$ cat config.mk
export PLATFORM = sky130hd
export DESIGN_NAME = ifeb_bank
export DESIGN_NICKNAME = d
export VERILOG_FILES = /design/src/ifeb_pkg.sv /design/src/ifeb_bank.sv
export VERILOG_INCLUDE_DIRS = /design/src /design/src/src
export SDC_FILE = /design/constraint.sdc
export NUM_CORES = 1
export LEC_CHECK = 0
export ABC_AREA = 1
export ABC_CLOCK_PERIOD_IN_PS = 2400
export BUFFER_PORTS_ARGS = -buffer_cell sky130_fd_sc_hd__clkbuf_2
export CAP_MARGIN = 20
export CORE_MARGIN = 4
export CORE_UTILIZATION = 44
export DETAILED_ROUTE_END_ITERATION = 6
export PLACE_DENSITY = 0.68
export SYNTH_ARGS = -nofsm -noshare
export SYNTH_HDL_FRONTEND = slang
export SYNTH_SLANG_ARGS = --single-unit
$ cat constraint.sdc
create_clock -name clk -period 2.4 [get_ports clk]
set_input_delay 0 -clock clk [delete_from_list [all_inputs] [get_ports clk]]
set_output_delay 0 -clock clk [all_outputs]
set_load 0.01 [all_outputs]
$ cat src/ifeb_regs.svh
// Purpose: Offsets, field layouts and reset values of the flag bank
// Assumes: APB with 32-bit data, one register per aligned word
// Notes: Source index is 16 * register + bit position
`ifndef IFEB_REGS_SVH
`define IFEB_REGS_SVH

// Register counts
`define IFEB_NUM_SRC 80
`define IFEB_NUM_GRP 5
`define IFEB_NUM_PW 10

// Byte offsets
`define IFEB_FLAG_OFF 8'h00
`define IFEB_EN_OFF 8'h20
`define IFEB_PRIO_OFF 8'h40
`define IFEB_STS_OFF 8'h80
`define IFEB_MSK_OFF 8'h84

// Implemented bits of each flag and enable register
`define IFEB_IMPL0 16'h7FFF
`define IFEB_IMPL1 16'hFFDF
`define IFEB_IMPL2 16'h601F
`define IFEB_IMPL3 16'h7800
`define IFEB_IMPL4 16'hC07E
`define IFEB_IMPL {`IFEB_IMPL4, `IFEB_IMPL3, `IFEB_IMPL2, \
    `IFEB_IMPL1, `IFEB_IMPL0}

// Sources that exist only with the optional controllers
`define IFEB_CAN_MASK {16'h0040, 16'h0000, 16'h000C, 32'h0000_0000}
`define IFEB_DAC_MASK {16'hC000, 64'h0000_0000_0000_0000}

// Priority field layout and reset values
`define IFEB_PRIO_W 3
`define IFEB_PRIO_PITCH 4
`define IFEB_PRIO_RST 3'h4
`define IFEB_EVT_W 5

`endif

$ cat src/ifeb_pkg.sv
// Purpose: Types shared by the interrupt flag and enable bank
// Assumes: Constants come from ifeb_regs.svh
// Notes: Types only
package ifeb_pkg;

    typedef logic [79:0] ifeb_vec_t;
    typedef logic [15:0] ifeb_word_t;
    typedef logic [2:0] ifeb_prio_t;
    typedef logic [4:0] ifeb_grp_t;

endpackage

$ cat src/ifeb_bank.sv
// Purpose: Interrupt flag, enable and priority bank with APB access
// Assumes: Event pulses come from logic on clk, one cycle each
// Notes: Zero wait states; read data captured in the setup cycle
//
// The address map and the APB interface to the registers were decided locally.
`timescale 1ns/1ps
`include "ifeb_regs.svh"

module ifeb_bank
    import ifeb_pkg::*;
#(
    parameter bit HAS_CAN = 1'b1,
    parameter bit HAS_DAC = 1'b1
)
(
    // Clock and reset
    input wire logic clk,
    input wire logic arst_n,
    // APB slave
    input wire logic psel,
    input wire logic penable,
    input wire logic pwrite,
    input wire logic [7:0] paddr,
    input wire logic [31:0] pwdata,
    output logic [31:0] prdata,
    output logic pready,
    output logic pslverr,
    // Source event pulses, index 16 * register + bit
    input wire ifeb_vec_t src_event,
    // Towards the interrupt sequencer
    output ifeb_vec_t req_fwd,
    output ifeb_vec_t flag_out,
    // Bank interrupt
    output logic irq
);

    localparam ifeb_vec_t IMPL = `IFEB_IMPL;
    localparam ifeb_vec_t NO_CAN = HAS_CAN ? 80'h0 : `IFEB_CAN_MASK;
    localparam ifeb_vec_t NO_DAC = HAS_DAC ? 80'h0 : `IFEB_DAC_MASK;
    localparam ifeb_vec_t ALLOW = IMPL & ~NO_CAN & ~NO_DAC;

    ifeb_vec_t flag_q;
    ifeb_vec_t en_q;
    ifeb_vec_t next_flag;
    ifeb_vec_t next_en;
    ifeb_vec_t prio_nz;
    ifeb_vec_t ev_impl;
    ifeb_prio_t prio_q [`IFEB_NUM_SRC];
    ifeb_grp_t sts_q;
    ifeb_grp_t msk_q;
    ifeb_grp_t next_sts;
    ifeb_grp_t evt_grp;
    ifeb_grp_t sel_flag;
    ifeb_grp_t sel_en;
    ifeb_grp_t wr_flag;
    ifeb_grp_t wr_en;
    logic [`IFEB_NUM_PW-1:0] sel_prio;
    logic [`IFEB_NUM_PW-1:0] wr_prio;
    logic sel_sts;
    logic sel_msk;
    logic setup_ph;
    logic wr_acc;
    logic hit;
    logic [31:0] rd_mux;

    // Bus phases
    // No wait states; every access ends in its first access cycle
    assign setup_ph = psel & ~penable;
    assign wr_acc = psel & penable & pwrite;
    assign pready = psel & penable;

    // Status and mask decode
    assign sel_sts = paddr == `IFEB_STS_OFF;
    assign sel_msk = paddr == `IFEB_MSK_OFF;

    // Flag and enable register decode
    // shared bit layout
    genvar g;
    generate
        for (g = 0; g < `IFEB_NUM_GRP; g++)
        begin : g_grp
            assign sel_flag[g] = paddr == `IFEB_FLAG_OFF + 8'(g * 4);
            assign sel_en[g] = paddr == `IFEB_EN_OFF + 8'(g * 4);
            assign wr_flag[g] = wr_acc & sel_flag[g];
            assign wr_en[g] = wr_acc & sel_en[g];
            assign evt_grp[g] = |ev_impl[g*16 +: 16];
        end
    endgenerate

    // Priority register decode, eight fields a word
    genvar w;
    generate
        for (w = 0; w < `IFEB_NUM_PW; w++)
        begin : g_pw
            assign sel_prio[w] = paddr == `IFEB_PRIO_OFF + 8'(w * 4);
            assign wr_prio[w] = wr_acc & sel_prio[w];
        end
    endgenerate

    assign hit = |{sel_flag, sel_en, sel_prio, sel_sts, sel_msk};

    assign ev_impl = src_event & IMPL;

    // Per source flag, enable and priority
    genvar s;
    generate
        for (s = 0; s < `IFEB_NUM_SRC; s++)
        begin : g_src
            localparam int G = s / 16;
            localparam int B = s % 16;
            localparam int W = s / 8;
            localparam int F = (s % 8) * `IFEB_PRIO_PITCH;
            assign next_flag[s] = IMPL[s]
                & (src_event[s] | (wr_flag[G] ? pwdata[B] : flag_q[s]));
            assign next_en[s] = ALLOW[s]
                & (wr_en[G] ? pwdata[B] : en_q[s]);
            assign prio_nz[s] = |prio_q[s];
            always_ff @(posedge clk or negedge arst_n)
            begin
                if (!arst_n)
                    prio_q[s] <= `IFEB_PRIO_RST;
                else if (wr_prio[W])
                    prio_q[s] <= pwdata[F +: `IFEB_PRIO_W];
            end
        end
    endgenerate

    always_ff @(posedge clk or negedge arst_n)
    begin
        if (!arst_n)
        begin
            flag_q <= '0;
            en_q <= '0;
        end
        else
        begin
            flag_q <= next_flag;
            en_q <= next_en;
        end
    end

    assign req_fwd = flag_q & en_q & prio_nz;
    assign flag_out = flag_q;

    // Sticky bank events, write one to clear; a new event wins
    assign next_sts = evt_grp
        | (sts_q & ~(wr_acc & sel_sts ? pwdata[4:0] : 5'h00));

    always_ff @(posedge clk or negedge arst_n)
    begin
        if (!arst_n)
        begin
            sts_q <= '0;
            msk_q <= '0;
        end
        else
        begin
            sts_q <= next_sts;
            if (wr_acc && sel_msk)
                msk_q <= pwdata[`IFEB_EVT_W-1:0];
        end
    end

    assign irq = |(sts_q & msk_q);

    // Read selection; unassigned and unmapped bits read 0
    always_comb
    begin
        rd_mux = 32'h0000_0000;
        for (int i = 0; i < `IFEB_NUM_GRP; i++)
        begin
            if (sel_flag[i])
                rd_mux[15:0] = flag_q[i*16 +: 16];
            if (sel_en[i])
                rd_mux[15:0] = en_q[i*16 +: 16];
        end
        for (int j = 0; j < `IFEB_NUM_PW; j++)
        begin
            if (sel_prio[j])
            begin
                for (int k = 0; k < 8; k++)
                begin
                    if (IMPL[j*8 + k])
                        rd_mux[k*4 +: 3] = prio_q[j*8 + k];
                end
            end
        end
        if (sel_sts)
            rd_mux[4:0] = sts_q;
        if (sel_msk)
            rd_mux[4:0] = msk_q;
    end

    // Read data captured in setup so prdata leaves a flop
    // Unmapped accesses still complete; the error bit flags the miss
    always_ff @(posedge clk or negedge arst_n)
    begin
        if (!arst_n)
        begin
            prdata <= '0;
            pslverr <= 1'b0;
        end
        else if (setup_ph)
        begin
            prdata <= rd_mux;
            pslverr <= ~hit;
        end
    end

    // Assertion helpers
    logic [15:0] h_wd0;
    assign h_wd0 = pwdata[15:0] & `IFEB_IMPL0;
endmodule

==> results of run 1 <==
worst max-delay path, stage by stage:
cell           delay, ns
clkbuf_2            0.09
nor2_1              0.28
nand2_4             0.18
nor2_4              0.33
inv_2               0.19
nor2_1              0.13
inv_1               0.37
a21oi_1             0.26
o21ai_0             0.11
dlygate4sd3_1       0.60
final cells by class:
class	count	area, um2
antenna	1	2.50
clock buffer	47	926
clock inverter	11	145
fill	2818	13400
inverter	158	596
multi-input combinational	1123	5440
sequential	284	7170
tap	396	495
timing repair buffer	369	2540
per-layer routing:
metal | track usage (%) | up-vias
li1 | - | 6017
met1 | 40.6 | 6429
met2 | 46.5 | 765
met3 | 4.65 | 127
met4 | 9.40 | 2
met5 | 0 | -
cell usage in the layout, fill, tap and decap left out, types with 3 or more instances in the layout:
master	netlist	layout
dlygate4sd3_1	0	91
inv_2	13	13
o21ai_0	259	259
bufinv_16	0	3
clkbuf_2	0	217
a211oi_1	4	4
clkinv_1	3	3
clkbuf_16	0	31
nor2_4	6	6
buf_4	70	54
clkinv_2	0	4
dfrtp_1	235	235
nor2_2	10	10
a211o_1	19	19
inv_1	141	141
o211ai_1	12	12
o22ai_1	24	24
clkbuf_8	5	9
clkbuf_1	51	7
nor4_1	10	10
o21ai_1	12	12
or2_0	5	5
a31oi_1	9	9
nor3_1	26	26
nand2_2	4	4
nand2_1	440	440
a221oi_1	6	6
or2_2	3	3
nand4_1	19	19
buf_12	0	6
nor2_1	52	52
o311a_1	30	30
o221ai_1	3	3
dfstp_2	49	49
a21oi_1	62	62
a311oi_1	3	3
conb_1	1	66
nand3_1	23	23
power groups by stage:
stage | clock network (mW) | logic, mW | registers [mW]
floorplan | 0 | 0.309 | 4.99
global placement | 0 | 0.566 | 5.00
detailed placement | 0 | 0.575 | 5.00
finish | 4.99 | 0.679 | 4.92
CTS | 5.02 | 0.672 | 4.92
global route | 5.23 | 0.749 | 4.92
kinds of logic after synthesis:
group | count (synthesis)
AND/OR/NAND/NOR | 608
flip-flops | 284
other | 1
AO/OA/AOI/OAI | 449
buffers and inverters | 295
per-stage QoR:
step | area [um2] | hold WS, ns | util, % | setup slack [ns] | total power, mW
6_report | 17300 | 0.0500 | 56.3 | 0.291 | 10.6
5_1_grt | 17300 | 0.0638 | 56.3 | 0.113 | 10.9
4_1_cts | 17300 | 0.0532 | 56.3 | 0.382 | 10.6
3_5_place_dp | 15300 | 0.0709 | 49.8 | 0.288 | 5.57
3_3_place_gp | 15300 | 0.0756 | 49.8 | 0.362 | 5.56
2_1_floorplan | 14100 | -0.296 | - | 1.03 | 5.30
state kept, by name, indices dropped and copies added, names as in the netlist:
| name | count |
|---|---|
| en_q | 49 |
| flag_out | 49 |
| msk_q | 5 |
| prdata | 28 |
| prio_q | 147 |
| pslverr | 1 |
| sts_q | 5 |
how the worst max path moves through the flow:
stage	depth (start not counted)	slack [ns]	endpoint	start
CTS	11	0.38	flag_out[7]	penable
global route	10	0.11	flag_out[10]	penable
finish	10	0.29	flag_out[5]	paddr[1]
global placement	17	0.36	prdata[2]	paddr[7]
floorplan	15	1.03	prdata[2]	paddr[0]
detailed placement	17	0.29	prdata[2]	paddr[7]
timing repair:
item,in CTS,in global routing
endpoints found under the hold margin,311,0
hold buffers,91,0
setup buffers,0,0
cells in the mapped netlist (all sizes together) (2+ instances only):
library cell and number:
nand4 19, nor2 68, dfrtp 235, inv 155, a31oi 9, buf 81
a221oi 6, o211ai 12, a311oi 3, a21oi 62, clkinv 3, nor4 11
a211o 19, nand3 24, a211oi 4, o311a 30, dfstp 49, a22oi 2
o2111ai 2, clkbuf 56, nand2 446, o21ai 271, and2 2, nor3 28
o22ai 24, o221ai 3, or2 9
==> impl_results.md, run 1 <==
* RSZ-0062 raised after global routing: false
* Cell count of the worst reg-to-reg path at 10
* Row count at 64
* Starting DRC count in detailed routing at around 1500
* Sw Ratio at 23.8%
* DR pass1 iterations at 6
* Startpoint types: input pin
* Placed Cells at around 2200
* Avg Inst Size Synth at 8.44 um2
* PwrDens at 612 mW/mm2
* Post-synthesis async set-or-reset flop share at 100%
* Reg-to-Reg End: prdata[5]
* H-tree Lvls at 1
* Yosys reg bits at 284
* Hold Path End: prio_q[231]
* GRT overflow at 0
* Top cells by area, synth: dfrtp_1, nand2_1, o21ai_0, dfstp_2, inv_1
* Worst-Skew Late Latency at 0.57 ns
* Setup tns final at 0 ns
* RR Startpoint: flag_out[5]
* Final setup fails at 0
* Worst path arrival time at 2.56 ns
* Vias in the first global route at 12700
* Sequential area share after synthesis at 51.9%
* Fraction of layout cells with a size suffix above 1 at a little over a fifth
* Layout Nets at 2092
* # IOs at 320
* Cell taking the most area after synthesis: dfrtp_1
* Port bufs at around 220
* Final period util at 87.9%
* Core area at 0.0307 mm2
* First-pass GRT wire length at 75.7 mm
* Crit Path Category: in2reg
* Remaining antenna violation count at 0
* Final Hold Vio Count at 0
* Hold WC Path Type: in2reg
* Cell variety after synth at 47
* Routed WL at 51.3 mm
* FMAX at 474 MHz
* Peak VDD IR at 0.483 mV
* WL met3 at 4.90 mm
* Clk network pwr share at around 47%
* Num CTS Buffers at 31
* Hold Crit Depth at 3
* Status: finished, final reports clean
* Sequential Power Share at a little under half
* Routed wl met2 at ~24 mm
* GPL Wtd Cong at 0.976
* Largest family of logic cells by synthesized area: compound AO/OA/AOI/OAI gates
* Clock transition at path regs at 0.07 ns
* WL/cell at 21.5 um
* CTS sink count at roughly 280
* Initial antenna violation count at 1
* Minimum clock period at between 2 and 2.5 ns
* Via count at between 10000 and 15000
* Data required, critical path at 2.85 ns
* Die W at 185 um
* Final max-slew violation count at 0
* Pin count of the biggest net entering global routing at 92
* CTS tree: built
* Post-route DRC at 0
* Layout Cells excl Fill at 2389
* Post_cts resized at 0
* Reg2reg setup slack at 0.56 ns
* Mux cell area share after synthesis at 0%
* Max Cap Viol at 0
* Max-slew headroom at about two fifths
* M1 WL at 20.8 mm
* P_sw at around 2.5 mW
* Synth Area in Adders at 0%
* Crit. End Element: flip-flop
* Ys flop type: dfrtp_1
* Combinational share of power at between 6 and 7%
* Die Footprint at 0.0343 mm2
* Cells after synthesis at 1637
* Clk buf depth at 3
* Hpwl dp at 38.0 mm
* Synth Area in Compound Gates at 18.9%
* Post-Synth Simple-Gate Area at 18.7%
* P_int at 8.07 mW
* Mapped cell area at 0.0138 mm2
* Leak at 8.38 nW
* Root buffer cell: clkbuf_16
* Top-area cell type share of the netlist area at between 40% and 50%
* Yosys warnings at 0
* Area Growth Syn to Fin at 25.3%
* Crit Path Max Fanout at 30
* Initial Util at 44.9%
* Highest layer used for signal routing: met5
* Hold_sp: pwdata[8]
* Post-synth EDFFs at 0
* DR vias/cell at 5.58
* Skew final at 0.0141 ns
* GRT Total Usage at between 20% and 30%
* Die Height at 185 um
* Synth Area in XOR/XNOR at 0%
* Least-Margin Pin Slew at 0.882 ns
Power figures use the tool's default switching activity.
==> run 2: changes to the inputs <==
--- a/config.mk
+++ b/config.mk
@@ -13,7 +13,7 @@
 export CORE_MARGIN = 4
 export CORE_UTILIZATION = 44
 export DETAILED_ROUTE_END_ITERATION = 6
-export PLACE_DENSITY = 0.68
+export PLACE_DENSITY = 0.67
 export SYNTH_ARGS = -nofsm -noshare
 export SYNTH_HDL_FRONTEND = slang
 export SYNTH_SLANG_ARGS = --single-unit
==> impl_results.md, run 2 (synthesized netlist as in run 1, its figures left out) <==
* Status: finished, final reports clean
* Crit. End Element: output port
* Hpwl dp at 38.0 mm
* Num CTS Buffers at 31
* Layout Nets at 2082
* RSZ-0062 raised after global routing: false
* Remaining antenna violation count at 0
* Clk network pwr share at 46.9%
* Post_cts resized at 0
* P_sw at between 2 and 3 mW
* Hold WC Path Type: in2async
* Setup bufs post-CTS at 0
* CTS sink count at between 200 and 300
* Post-route DRC at 0
* PwrDens at 610 mW/mm2
* Port bufs at 218
* M1 WL at 20.6 mm
* Final Hold Vio Count at 0
* GRT overflow at 0
* Setup tns final at 0 ns
* Vias in the first global route at 12800
* # IOs at 320
* Commonest cells after routing, fill and taps aside: nand2_1, o21ai_0, dfrtp_1
* Max reg flops at about 150
* Peak VDD IR at 0.532 mV
* Row count at 64
* Diode count at 0
* CP startpoint: prio_q[144]
* Routed WL at 51.2 mm
* Crit Path Max Fanout at 3
* Worst path arrival time at 2.12 ns
* Final setup fails at 0
* RR Startpoint: flag_out[2]
* Max Cap Viol at 0
* Worst-Skew Late Latency at 0.58 ns
* Die Height at 185 um
* Starting DRC count in detailed routing at 1406
* DR pass1 iterations at 6
* Final max-slew violation count at 0
* GRT Total Usage at 29.2%
* Routed wl met2 at 23.3 mm
* FMAX at 472 MHz
* Hold slack final at 0.0375 ns
* WL/cell at 21.5 um
* Via count at 13100
* First-pass GRT wire length at 75.5 mm
* CTS tree: built
* Die W at roughly 190 um
* Sequential Power Share at between 40% and 50%
* Highest layer used for signal routing: met5
* Root buffer cell: clkbuf_16
* Data required, critical path at 2.40 ns
* Die Footprint at 0.0343 mm2
* Final period util at 88.3%
* Total Power at 10.5 mW
* Clk buf depth at 3
* Clock transition at path regs at around 0.060 ns
* Max-slew headroom at 35.9%
* Initial antenna violation count at 1
* Area Growth Syn to Fin at 24.9%
* Crit Path Category: reg2out
* H-tree Lvls at 1
* Initial Util at 44.9%
* DR vias/cell at 5.51
* Leak at 8.34 nW
* Minimum clock period at about 2.1 ns
* Final Util at 56.1%
* Pin count of the biggest net entering global routing at 79
* Combinational share of power at under 10%
* Core area at 0.0307 mm2
* Least-Margin Pin Slew at 0.954 ns
* WL met3 at 4.93 mm
* Skew final at 0.0247 ns
* Fraction of layout cells with a size suffix above 1 at 20.7%
* Post-DP Area at 0.0153 mm2
* Startpoint types: flip-flop
* Fin area at 0.0173 mm2
* Top reg by flops: prio_q
* P_int at 8.02 mW
* Most common cell after layout, fill and taps aside: nand2_1
* Fillers at 2764
* GPL Wtd Cong at roughly 0.97
* Sw Ratio at 23.9%
-- run 2: cell count changes in the layout (fill, tap and decap cells not counted), sizes merged --
cell	delta
clkinv	-3
clkbuf	+3
dlygate4sd3	-2
bufinv	-1
inv	-1
diode	-1
buf	-8
clkinvlp	+1
-- run 2: worst paths after layout --
check                              end  slack [ns]  depth (start not counted)
max                        req_fwd[31]        0.28                          3
min                         prdata[26]        0.04                          2
max reg2reg                  prdata[2]        0.59                         12
min reg2reg                 prdata[11]        0.48                          1
max in group asynchronous  prio_q[149]        1.49                          3
min in group clk           prio_q[135]        0.04                          3
-- run 2: layout make-up --
cell class / count / area (um2) / area share (%)
Timing Repair Buffer: 359 / 2490 / 14.5
Inverter: 158 / 596 / 3.45
Tap cell: 396 / 495 / 2.87
Sequential cell: 284 / 7170 / 41.5
Clock inverter: 7 / 103 / 0.595
Multi-Input combinational cell: 1123 / 5440 / 31.5
Clock buffer: 50 / 957 / 5.55
-- run 2: worst max-delay path: stages, from the launching register on --
cell      delay (ns)
dfrtp_1         0.41
nor3_1          0.78
nor3_1          0.18
clkbuf_2        0.19
-- run 2: through the flow --
step / setup WS, ns / cells
2_1_floorplan: 1.03 / 1702
3_3_place_gp: 0.311 / 2231
3_5_place_dp: 0.299 / 2231
4_1_cts: 0.452 / 2377
5_1_grt: 0.179 / 2377
6_report: 0.282 / 2377
-- run 2: power by group through the flow --
stage | clock, mW | combinational (mW) | sequential, mW
after floorplan | 0 | 0.309 | 4.99
after global placement | 0 | 0.572 | 5.00
after detailed placement | 0 | 0.578 | 5.00
after CTS | 4.97 | 0.673 | 4.92
after global routing | 5.19 | 0.747 | 4.92
final | 4.93 | 0.678 | 4.92
-- run 2: timing repair --
action | CTS | global route
endpoints found under the setup margin | 0 | 0
endpoints found under the hold margin | 366 | 0
hold buffers | 89 | 0
-- run 2: routing by layer --
layer	track usage [%]	vias up
met2	46.4	710
li1	-	5988
met5	0	-
met4	11.4	2
met3	6.79	134
met1	39.1	6267
